## config.mk

```make
export PLATFORM = sky130hd
export DESIGN_NAME = etcc_device_flat
export DESIGN_NICKNAME = d
export VERILOG_FILES = /design/src/logic/etcc_pkg.sv /design/src/logic/etcc_if.sv /design/src/logic/etcc_device.sv /design/src/flat_wrapper.sv
export SDC_FILE = /design/constraint.sdc
export NUM_CORES = 1
export LEC_CHECK = 0
export BUFFER_PORTS_ARGS = -buffer_cell sky130_fd_sc_hd__buf_2
export CAP_MARGIN = 20
export CORE_ASPECT_RATIO = 0.8
export CORE_MARGIN = 2
export CORE_UTILIZATION = 48
export DETAILED_ROUTE_END_ITERATION = 7
export PLACE_DENSITY = 0.67
export SLEW_MARGIN = 20
export SYNTH_ARGS = -nofsm -noshare
export SYNTH_HDL_FRONTEND = slang
export SYNTH_SLANG_ARGS = --single-unit
```

## constraint.sdc

```tcl
create_clock -name ref_clk -period 5.69 [get_ports ref_clk]
set_clock_uncertainty 0.2 [all_clocks]
set_input_delay 1.138 -clock ref_clk [delete_from_list [all_inputs] [get_ports ref_clk]]
set_output_delay 1.138 -clock ref_clk [all_outputs]
set_load 0.02 [all_outputs]
```

## src/logic/etcc_pkg.sv

```systemverilog
// elapsed time capture counter: shared constants for both link ends
// assumes a single 25 MHz reference clock shared by device and host logic
package etcc_pkg;

    // ------------------------------------------------------------
    // device register map (serial addresses, 7 bits)
    // ------------------------------------------------------------
    localparam logic [6:0] REG_CTRL = 7'h00;
    localparam logic [6:0] REG_PIN0 = 7'h02;
    localparam logic [6:0] REG_CAP0 = 7'h10;
    localparam logic [6:0] REG_CAP_MSB = 7'h14;
    localparam int CAP_BYTES = 5;
    localparam int COUNT_W = 40;

    // control register fields
    localparam int CTRL_EN_BIT = 0;
    localparam int CTRL_SRC_BIT = 1;
    localparam int CTRL_VCO_BIT = 2;
    localparam int CTRL_CLR_BIT = 3;
    localparam logic [7:0] CTRL_RESET = 8'h00;

    // pin configuration fields
    localparam logic [6:0] PIN_FUNC_CAPTURE = 7'h27;
    localparam int PIN_POL_BIT = 7;
    localparam logic [7:0] PIN_RESET = 8'h00;

    // counter clock prescale ratios
    localparam logic [4:0] DIV_THIRD = 5'h08;
    localparam logic [4:0] DIV_SECOND = 5'h14;

    // serial command byte
    localparam int CMD_RD_BIT = 7;

    // ------------------------------------------------------------
    // host register map and timing
    // ------------------------------------------------------------
    localparam logic [3:0] HREG_CMD = 4'h0;
    localparam logic [3:0] HREG_LEN = 4'h1;
    localparam logic [3:0] HREG_CTRL = 4'h2;
    localparam logic [3:0] HREG_TRIG = 4'h3;
    localparam logic [3:0] HREG_BUF0 = 4'h4;
    localparam logic [2:0] MAX_LEN = 3'h5;

    localparam int CLK_NS = 40;
    localparam int GUARD_NS = 1000;
    localparam int HOLD_NS = 10;
    localparam logic [7:0] GUARD_CYC = 8'((GUARD_NS + CLK_NS - 1) / CLK_NS);
    localparam logic [7:0] HOLD_CYC = 8'((HOLD_NS + CLK_NS - 1) / CLK_NS);
    localparam int SCLK_HALF = 8;

endpackage

```

## src/logic/etcc_if.sv

```systemverilog
// elapsed time capture counter: serial link and trigger pins between host and device
// assumes both ends run on their own copy of the same reference clock
`timescale 1ns/1ps

interface etcc_if #(
    parameter int N_PINS = 2
) ();
    logic sclk;
    logic cs_n;
    logic mosi;
    logic miso;
    logic [N_PINS-1:0] trig;

    modport device (
        input sclk,
        input cs_n,
        input mosi,
        input trig,
        output miso
    );

    modport host (
        output sclk,
        output cs_n,
        output mosi,
        output trig,
        input miso
    );
endinterface

```

## src/logic/etcc_device.sv

```systemverilog
// elapsed time capture counter: device end with serial register port
// assumes vco tick inputs are one-cycle pulses from logic on ref_clk
// link pins arrive asynchronously and are synchronised here
`timescale 1ns/1ps

// How it works
// - 40-bit count copied on accepted trigger
// - triggers: pin edge or chip-select fall
// - rearm only after low byte read
// - count clock is vco/8 or vco/20
// - vco select 0 third, 1 second
// - source select 1 pin, 0 chip-select
// - disabled counter held at zero
// - each chip-select fall captures while enabled, armed and source select 0
// - high byte read blocks chip-select captures
// - capture and rearm within one burst
// - pin code 0x27 captures, polarity selectable
// - pin capture locks until low byte
// - host keeps trigger off near enable
// - host waits 1 us after rearm
// - counter wraps from all ones to zero
// - software handles wrap, resets by enable
// - vco select also drives validation clock
// - software divides difference by clock rate
// - capture exposed as five byte registers
// - clear bit zero for normal counting
// - absolute measurement from enable rising
module etcc_device #(
    parameter int N_PINS = 2
) (
    // clock and reset
    input wire logic ref_clk,
    input wire logic reset_n,
    // link to host
    etcc_if.device link,
    // vco tick pulses
    input wire logic third_loop_pll_tick,
    input wire logic second_loop_pll_tick,
    // to reference validation
    output logic validation_vco_select
);

    // ------------------------------------------------------------
    // parameter checks
    // ------------------------------------------------------------
    if (N_PINS < 1 || N_PINS > 8) begin : g_bad_pins
        $error("etcc_device: N_PINS must be 1 to 8");
    end

    // ------------------------------------------------------------
    // state
    // ------------------------------------------------------------
    typedef enum logic [2:0] {
        ETCC_IDLE = 3'h1,
        ETCC_CMD = 3'h2,
        ETCC_DATA = 3'h4
    } etcc_ser_e;

    typedef struct packed {
        etcc_ser_e st;
        logic [2:0] cs_sy;
        logic [2:0] sck_sy;
        logic [1:0] mosi_sy;
        logic [N_PINS-1:0] pin_s1;
        logic [N_PINS-1:0] pin_s2;
        logic [N_PINS-1:0] pin_d;
        logic [2:0] bit_cnt;
        logic [7:0] rx;
        logic [7:0] tx;
        logic [6:0] addr;
        logic rd;
        logic miso;
        logic [7:0] ctrl;
        logic [N_PINS-1:0][7:0] pcfg;
        logic [4:0] presc;
        logic [etcc_pkg::COUNT_W-1:0] cnt;
        logic [etcc_pkg::COUNT_W-1:0] cap;
        logic armed;
        logic vsel;
    } etcc_dev_s;

    etcc_dev_s r;
    etcc_dev_s next_r;

    logic sck_rise;
    logic sck_fall;
    logic cs_fall;
    logic cs_low;
    logic [7:0] byte_in;
    logic wr_en;
    logic lsb_read;
    logic msb_read;
    logic run;
    logic tick;
    logic [4:0] div_last;
    logic [N_PINS-1:0] pin_edge;
    logic trig_hit;
    logic cap_hit;

    // register read mux; the capture bytes sit low byte first
    function automatic logic [7:0] read_reg(input logic [6:0] a);
        logic [7:0] v;
        v = 8'h00;
        if (a == etcc_pkg::REG_CTRL) begin
            v = r.ctrl;
        end
        for (int i = 0; i < N_PINS; i++) begin
            if (a == etcc_pkg::REG_PIN0 + 7'(i)) begin
                v = r.pcfg[i];
            end
        end
        for (int i = 0; i < etcc_pkg::CAP_BYTES; i++) begin
            if (a == etcc_pkg::REG_CAP0 + 7'(i)) begin
                v = r.cap[8*i +: 8];
            end
        end
        return v;
    endfunction

    // ------------------------------------------------------------
    // next state
    // ------------------------------------------------------------
    always_comb begin
        next_r = r;
        wr_en = 1'b0;
        lsb_read = 1'b0;
        msb_read = 1'b0;

        // two-flop synchronisers, edges from second stage on
        next_r.cs_sy = {r.cs_sy[1:0], link.cs_n};
        next_r.sck_sy = {r.sck_sy[1:0], link.sclk};
        next_r.mosi_sy = {r.mosi_sy[0], link.mosi};
        next_r.pin_s1 = link.trig;
        next_r.pin_s2 = r.pin_s1;
        next_r.pin_d = r.pin_s2;

        sck_rise = r.sck_sy[1] & ~r.sck_sy[2];
        sck_fall = ~r.sck_sy[1] & r.sck_sy[2];
        cs_fall = ~r.cs_sy[1] & r.cs_sy[2];
        cs_low = ~r.cs_sy[1];
        byte_in = {r.rx[6:0], r.mosi_sy[1]};

        // serial frame: command byte, then auto-incrementing data bytes
        case (r.st)
            ETCC_IDLE: begin
                if (cs_fall) begin
                    next_r.st = ETCC_CMD;
                    next_r.bit_cnt = 3'h0;
                end
            end
            ETCC_CMD, ETCC_DATA: begin
                if (!cs_low) begin
                    next_r.st = ETCC_IDLE;
                end else if (sck_rise) begin
                    next_r.rx = byte_in;
                    next_r.bit_cnt = r.bit_cnt + 3'h1;
                    if (r.bit_cnt == 3'h7) begin
                        if (r.st == ETCC_CMD) begin
                            next_r.st = ETCC_DATA;
                            next_r.rd = byte_in[etcc_pkg::CMD_RD_BIT];
                            next_r.addr = byte_in[6:0];
                            next_r.tx = read_reg(byte_in[6:0]);
                        end else begin
                            // read side effects fire only once a byte is fully shifted out,
                            // so a burst that stops early never locks or rearms by accident
                            if (r.rd) begin
                                // rearm and lock in one burst
                                lsb_read = (r.addr == etcc_pkg::REG_CAP0);
                                msb_read = (r.addr == etcc_pkg::REG_CAP_MSB);
                            end else begin
                                wr_en = 1'b1;
                            end
                            next_r.addr = r.addr + 7'h01;
                            next_r.tx = read_reg(r.addr + 7'h01);
                        end
                    end
                end else if (sck_fall) begin
                    next_r.miso = r.tx[7];
                    next_r.tx = {r.tx[6:0], 1'b0};
                end
            end
            default: begin
                next_r.st = ETCC_IDLE;
            end
        endcase

        if (wr_en) begin
            if (r.addr == etcc_pkg::REG_CTRL) begin
                next_r.ctrl = byte_in;
            end
            for (int i = 0; i < N_PINS; i++) begin
                if (r.addr == etcc_pkg::REG_PIN0 + 7'(i)) begin
                    next_r.pcfg[i] = byte_in;
                end
            end
        end

        tick = r.ctrl[etcc_pkg::CTRL_VCO_BIT] ? second_loop_pll_tick : third_loop_pll_tick;
        div_last = r.ctrl[etcc_pkg::CTRL_VCO_BIT] ? etcc_pkg::DIV_SECOND - 5'h01 : etcc_pkg::DIV_THIRD - 5'h01;
        run = r.ctrl[etcc_pkg::CTRL_EN_BIT] & ~r.ctrl[etcc_pkg::CTRL_CLR_BIT];

        if (!run) begin
            next_r.cnt = '0;
            next_r.presc = 5'h00;
        end else if (tick) begin
            if (r.presc >= div_last) begin
                next_r.presc = 5'h00;
                next_r.cnt = r.cnt + 40'h00_0000_0001;
            end else begin
                next_r.presc = r.presc + 5'h01;
            end
        end

        for (int i = 0; i < N_PINS; i++) begin
            pin_edge[i] = (r.pcfg[i][6:0] == etcc_pkg::PIN_FUNC_CAPTURE)
                & (r.pin_s2[i] ^ r.pcfg[i][etcc_pkg::PIN_POL_BIT])
                & ~(r.pin_d[i] ^ r.pcfg[i][etcc_pkg::PIN_POL_BIT]);
        end

        trig_hit = r.ctrl[etcc_pkg::CTRL_SRC_BIT] ? |pin_edge : cs_fall;
        cap_hit = r.ctrl[etcc_pkg::CTRL_EN_BIT] & r.armed & trig_hit;

        if (cap_hit) begin
            next_r.cap = r.cnt;
        end

        // locking beats rearming when both land in one cycle
        // pin capture locks
        if ((cap_hit & r.ctrl[etcc_pkg::CTRL_SRC_BIT]) | msb_read) begin
            next_r.armed = 1'b0;
        end else if (lsb_read) begin
            next_r.armed = 1'b1;
        end

        next_r.vsel = r.ctrl[etcc_pkg::CTRL_VCO_BIT];
    end

    // ------------------------------------------------------------
    // registers
    // ------------------------------------------------------------
    always_ff @(posedge ref_clk or negedge reset_n) begin
        if (!reset_n) begin
            r <= '0;
            r.st <= ETCC_IDLE;
            r.cs_sy <= 3'h7;
            r.ctrl <= etcc_pkg::CTRL_RESET;
            r.pcfg <= {N_PINS{etcc_pkg::PIN_RESET}};
            r.armed <= 1'b1;
        end else begin
            r <= next_r;
        end
    end

    assign link.miso = r.miso;
    assign validation_vco_select = r.vsel;

endmodule // etcc_device

```

## src/flat_wrapper.sv

```systemverilog
// flat-port wrapper written by rule: the top's interface ports become plain ports
module etcc_device_flat 
#(
    parameter int N_PINS = 2
)
  (ref_clk, reset_n, third_loop_pll_tick, second_loop_pll_tick, validation_vco_select, link_sclk, link_cs_n, link_mosi, link_trig, link_miso);
  etcc_if #(.N_PINS(N_PINS)) link_i ();
  input wire logic ref_clk;
  input wire logic reset_n;
  input wire logic third_loop_pll_tick;
  input wire logic second_loop_pll_tick;
  output logic validation_vco_select;
  input wire logic [$bits(link_i.sclk)-1:0] link_sclk;
  input wire logic [$bits(link_i.cs_n)-1:0] link_cs_n;
  input wire logic [$bits(link_i.mosi)-1:0] link_mosi;
  input wire logic [$bits(link_i.trig)-1:0] link_trig;
  output wire logic [$bits(link_i.miso)-1:0] link_miso;
  assign link_i.sclk = link_sclk;
  assign link_i.cs_n = link_cs_n;
  assign link_i.mosi = link_mosi;
  assign link_i.trig = link_trig;
  assign link_miso = link_i.miso;
  etcc_device #(.N_PINS(N_PINS)) u_core (.ref_clk(ref_clk), .reset_n(reset_n), .link(link_i), .third_loop_pll_tick(third_loop_pll_tick), .second_loop_pll_tick(second_loop_pll_tick), .validation_vco_select(validation_vco_select));
endmodule
```

==> impl_metrics.toml <==
[grt]
grt_remaining_overflow = 0
grt_antenna_before_repair = 0
grt_usage = 0.237
grt_max_degree = 115
grt_pass1_wl_mm = 33.0
grt_pass1_vias = 5999

[yosys]
synth_top_area_cell = "dfrtp_1"
synth_area_sq_um = 8170
synth-seq-cells = 155
async_flop_share = 1.00
synth_edf_count = 0
syn_area_per_cell_sq_um = 10.2
synthCells = 800
synth_top_area_frac = 0.460
yosysMostFrequentCell = "dfrtp_1"
synth_nets = 820
synth.top_cells.by_count = "dfrtp_1, mux2_2, nand2_1, nor2_1, o21ai_0"
ys_top_cells_by_area = "dfrtp_1, mux2_2, nand2_1"
synthFlopType = "dfrtp_1"
synth_seq_area_share = 0.476
synth_cell_type_count = 70
yosysWarnings = 0

[cts]
cts_tree = "built"
cts_resized = 0
htree_levels = 4
root_buffer = "clkbuf_16"
clkTransAtPathRegs_ns = 0.06
clkSinkCount = 155
ctsHoldBuffers = 0
cts_buffer_depth = 2
worstSkewPairLatency_ns = 0.43
cts_setup_buffers = 0
cts_buffers = 17

[drt]
drt_iter0_drc = 663
vias = 6361
final_antenna_net_count = 0
drt_pre_antenna_iters = 6
routedWlPerCell_um = 19.8
drt-vias-per-instance = 6.23
wirelength_mm = 20.3
drc = 0

[critical_path]
cpMaxStageDelayCell = "or4b_1"
arrival_ns = 3.31
crit_path_end_kind = "flip-flop"
slowest_delay_ns = 0.65
cp_cell_sequence = "ha_1 > or4b_1 > a31oi_1 > a32oi_1 > or3_1 > o211a_1"
r2r_start = "u_core.r[113]$_DFFE_PN0P_"
critical_path_required_ns = 5.80
path_class = "reg -> reg"
crit_buf_inv = 0
critPathLaunchType = "flip-flop"
cpLargestDelayFamily = "simple AND/OR/NAND/NOR gates"
crit_fanout = 13
crit_path_start = "u_core.r[113]$_DFFE_PN0P_"

[floorplanning]
rows = 42
core_sq_um = 16600
dieArea_sq_um = 18100
initial_core_util = 0.492
die_height_um = 121
die_w_um = 150
io_pins = 11

[worst_hold_path]
hp-class = "reg -> reg"
hp-start = "u_core.next_r[142]$_DFF_PN0_"

[pwr]
total_power_w = 0.00231
p_leak_nw = 3.85
p_sw_frac = 0.225
pwr-share-clk = 0.490
vdd_drop_max_uv = 207
seqPwrFrac = 0.486
power.switching_w = 0.000519
power.internal_w = 0.00179
power_density_nw_per_um2 = 257
combPwrFrac = 0.024

[placed_design]
hpwl_mm = 14.0
port_buffers = 10
gp_congestion = 0.940
place_area_sq_um = 8390

[cells_and_area]
layout.nets = 808
syn_to_final_growth_pct = 9.90
utilization = 0.540
fill_cells = 1473
n_antenna_cell = 0
final_cell_area_sq_um = 8970
drive_gt1_frac = 0.181

[timing]
slew_viol_final = 0
report.final.setup_viol = 0
rsz0062_at_grt = "no"
post-route-min-period_ns = 3.20
relSlewSlack = 0.251
hold_violations = 0
tns_ns = 0
finalCritPeriodShare = 0.562
max_freq_mhz = 313
worstMarginPinSlew_ns = 1.10

[flow_run]
maxCapViolations = 0

[status]
outcome = "finished clean"
-- placed cells by master (no fill, tap or decap), types with 7 or more instances in the layout --
cell and n:
a21oi_1 33, a22oi_1 23, and3_1 11, buf_2 9
buf_4 9, clkbuf_16 17, dfrtp_1 150, ha_1 11
inv_1 14, mux2_2 76, mux2i_1 7, nand2_1 70
nand2b_1 7, nand3_1 28, nand4_1 23, nor2_1 57
nor2b_1 12, nor3_1 17, o21a_1 9, o21ai_0 46
o22ai_1 7, or3_1 10, xor2_1 28
-- through the flow --
step	hold slack, ns	worst slack, ns	std cells
6_report	0.151	2.49	1021
5_1_grt	0.159	2.29	1021
4_1_cts	0.151	2.56	1021
3_5_place_dp	0.137	2.59	989
3_3_place_gp	0.133	2.69	989
2_1_floorplan	0.131	2.85	800
-- per-layer routing --
layer | up-vias | track usage | wire, um
li1 | 2903 | - | -
met1 | 3226 | 0.357 | 9670
met2 | 205 | 0.342 | 8820
met3 | 27 | 0.0521 | 1440
met4 | 0 | 0.0672 | 324
met5 | - | 0 | 0
-- sequential cells by signal (all words and copies together) (netlist names) --
name,cells
u_core.byte_in,8
u_core.link.miso,1
u_core.next_r,10
u_core.validation_vco_select,1
u_core.r,135
-- final cells by class --
type	instances	area, sq um	share of cell area
Clock buffer	21	450	0.0502
Timing Repair Buffer	19	126	0.0141
Sequential cell	155	3880	0.433
Multi-Input combinational cell	581	4050	0.451
Clock inverter	11	135	0.0151
Tap cell	220	275	0.0307
Inverter	14	52.6	0.00586
-- power groups by stage --
stage               sequential [W]  combinational [W]  clock (W)
detailed placement         0.00114          0.0000562          0
global route               0.00112          0.0000630    0.00120
CTS                        0.00112          0.0000563    0.00115
global placement           0.00114          0.0000544          0
floorplan                  0.00113          0.0000273          0
finish                     0.00112          0.0000551    0.00113
-- worst reg2reg max path, stage by stage, from the launching register on --
cell     delay, ns
dfrtp_1       0.50
ha_1          0.41
or4b_1        0.65
a31oi_1       0.65
a32oi_1       0.19
or3_1         0.35
o211a_1       0.13
-- path summary, 6_finish.rpt --
path                                                      to  slack (ns)  cells past startpoint
min in group asynchronous           u_core.r[81]$_DFFE_PN0P_        0.65                      1
worst max-delay path               u_core.r[124]$_DFFE_PN0P_        2.49                      6
worst max register to register     u_core.r[124]$_DFFE_PN0P_        2.49                      6
worst min-delay path            u_core.next_r[140]$_DFF_PN0_        0.15                      0
worst min register to register  u_core.next_r[140]$_DFF_PN0_        0.15                      0
max in group asynchronous            u_core.r[7]$_DFFE_PN0P_        3.58                      2
-- cells by family (layout without fill, tap and decap cells) --
family | Yosys count | count (layout) | share of synthesized area
buffers and inverters | 64 | 65 | 0.0302
and+or+nand+nor | 276 | 276 | 0.181
muxes | 83 | 83 | 0.113
xor gates and xnor gates | 32 | 32 | 0.0343
AOI/OAI and AO/OA | 179 | 179 | 0.149
adders and majority gates | 11 | 11 | 0.0169
DFF | 155 | 155 | 0.476
(Power assumes the default switching activity.)
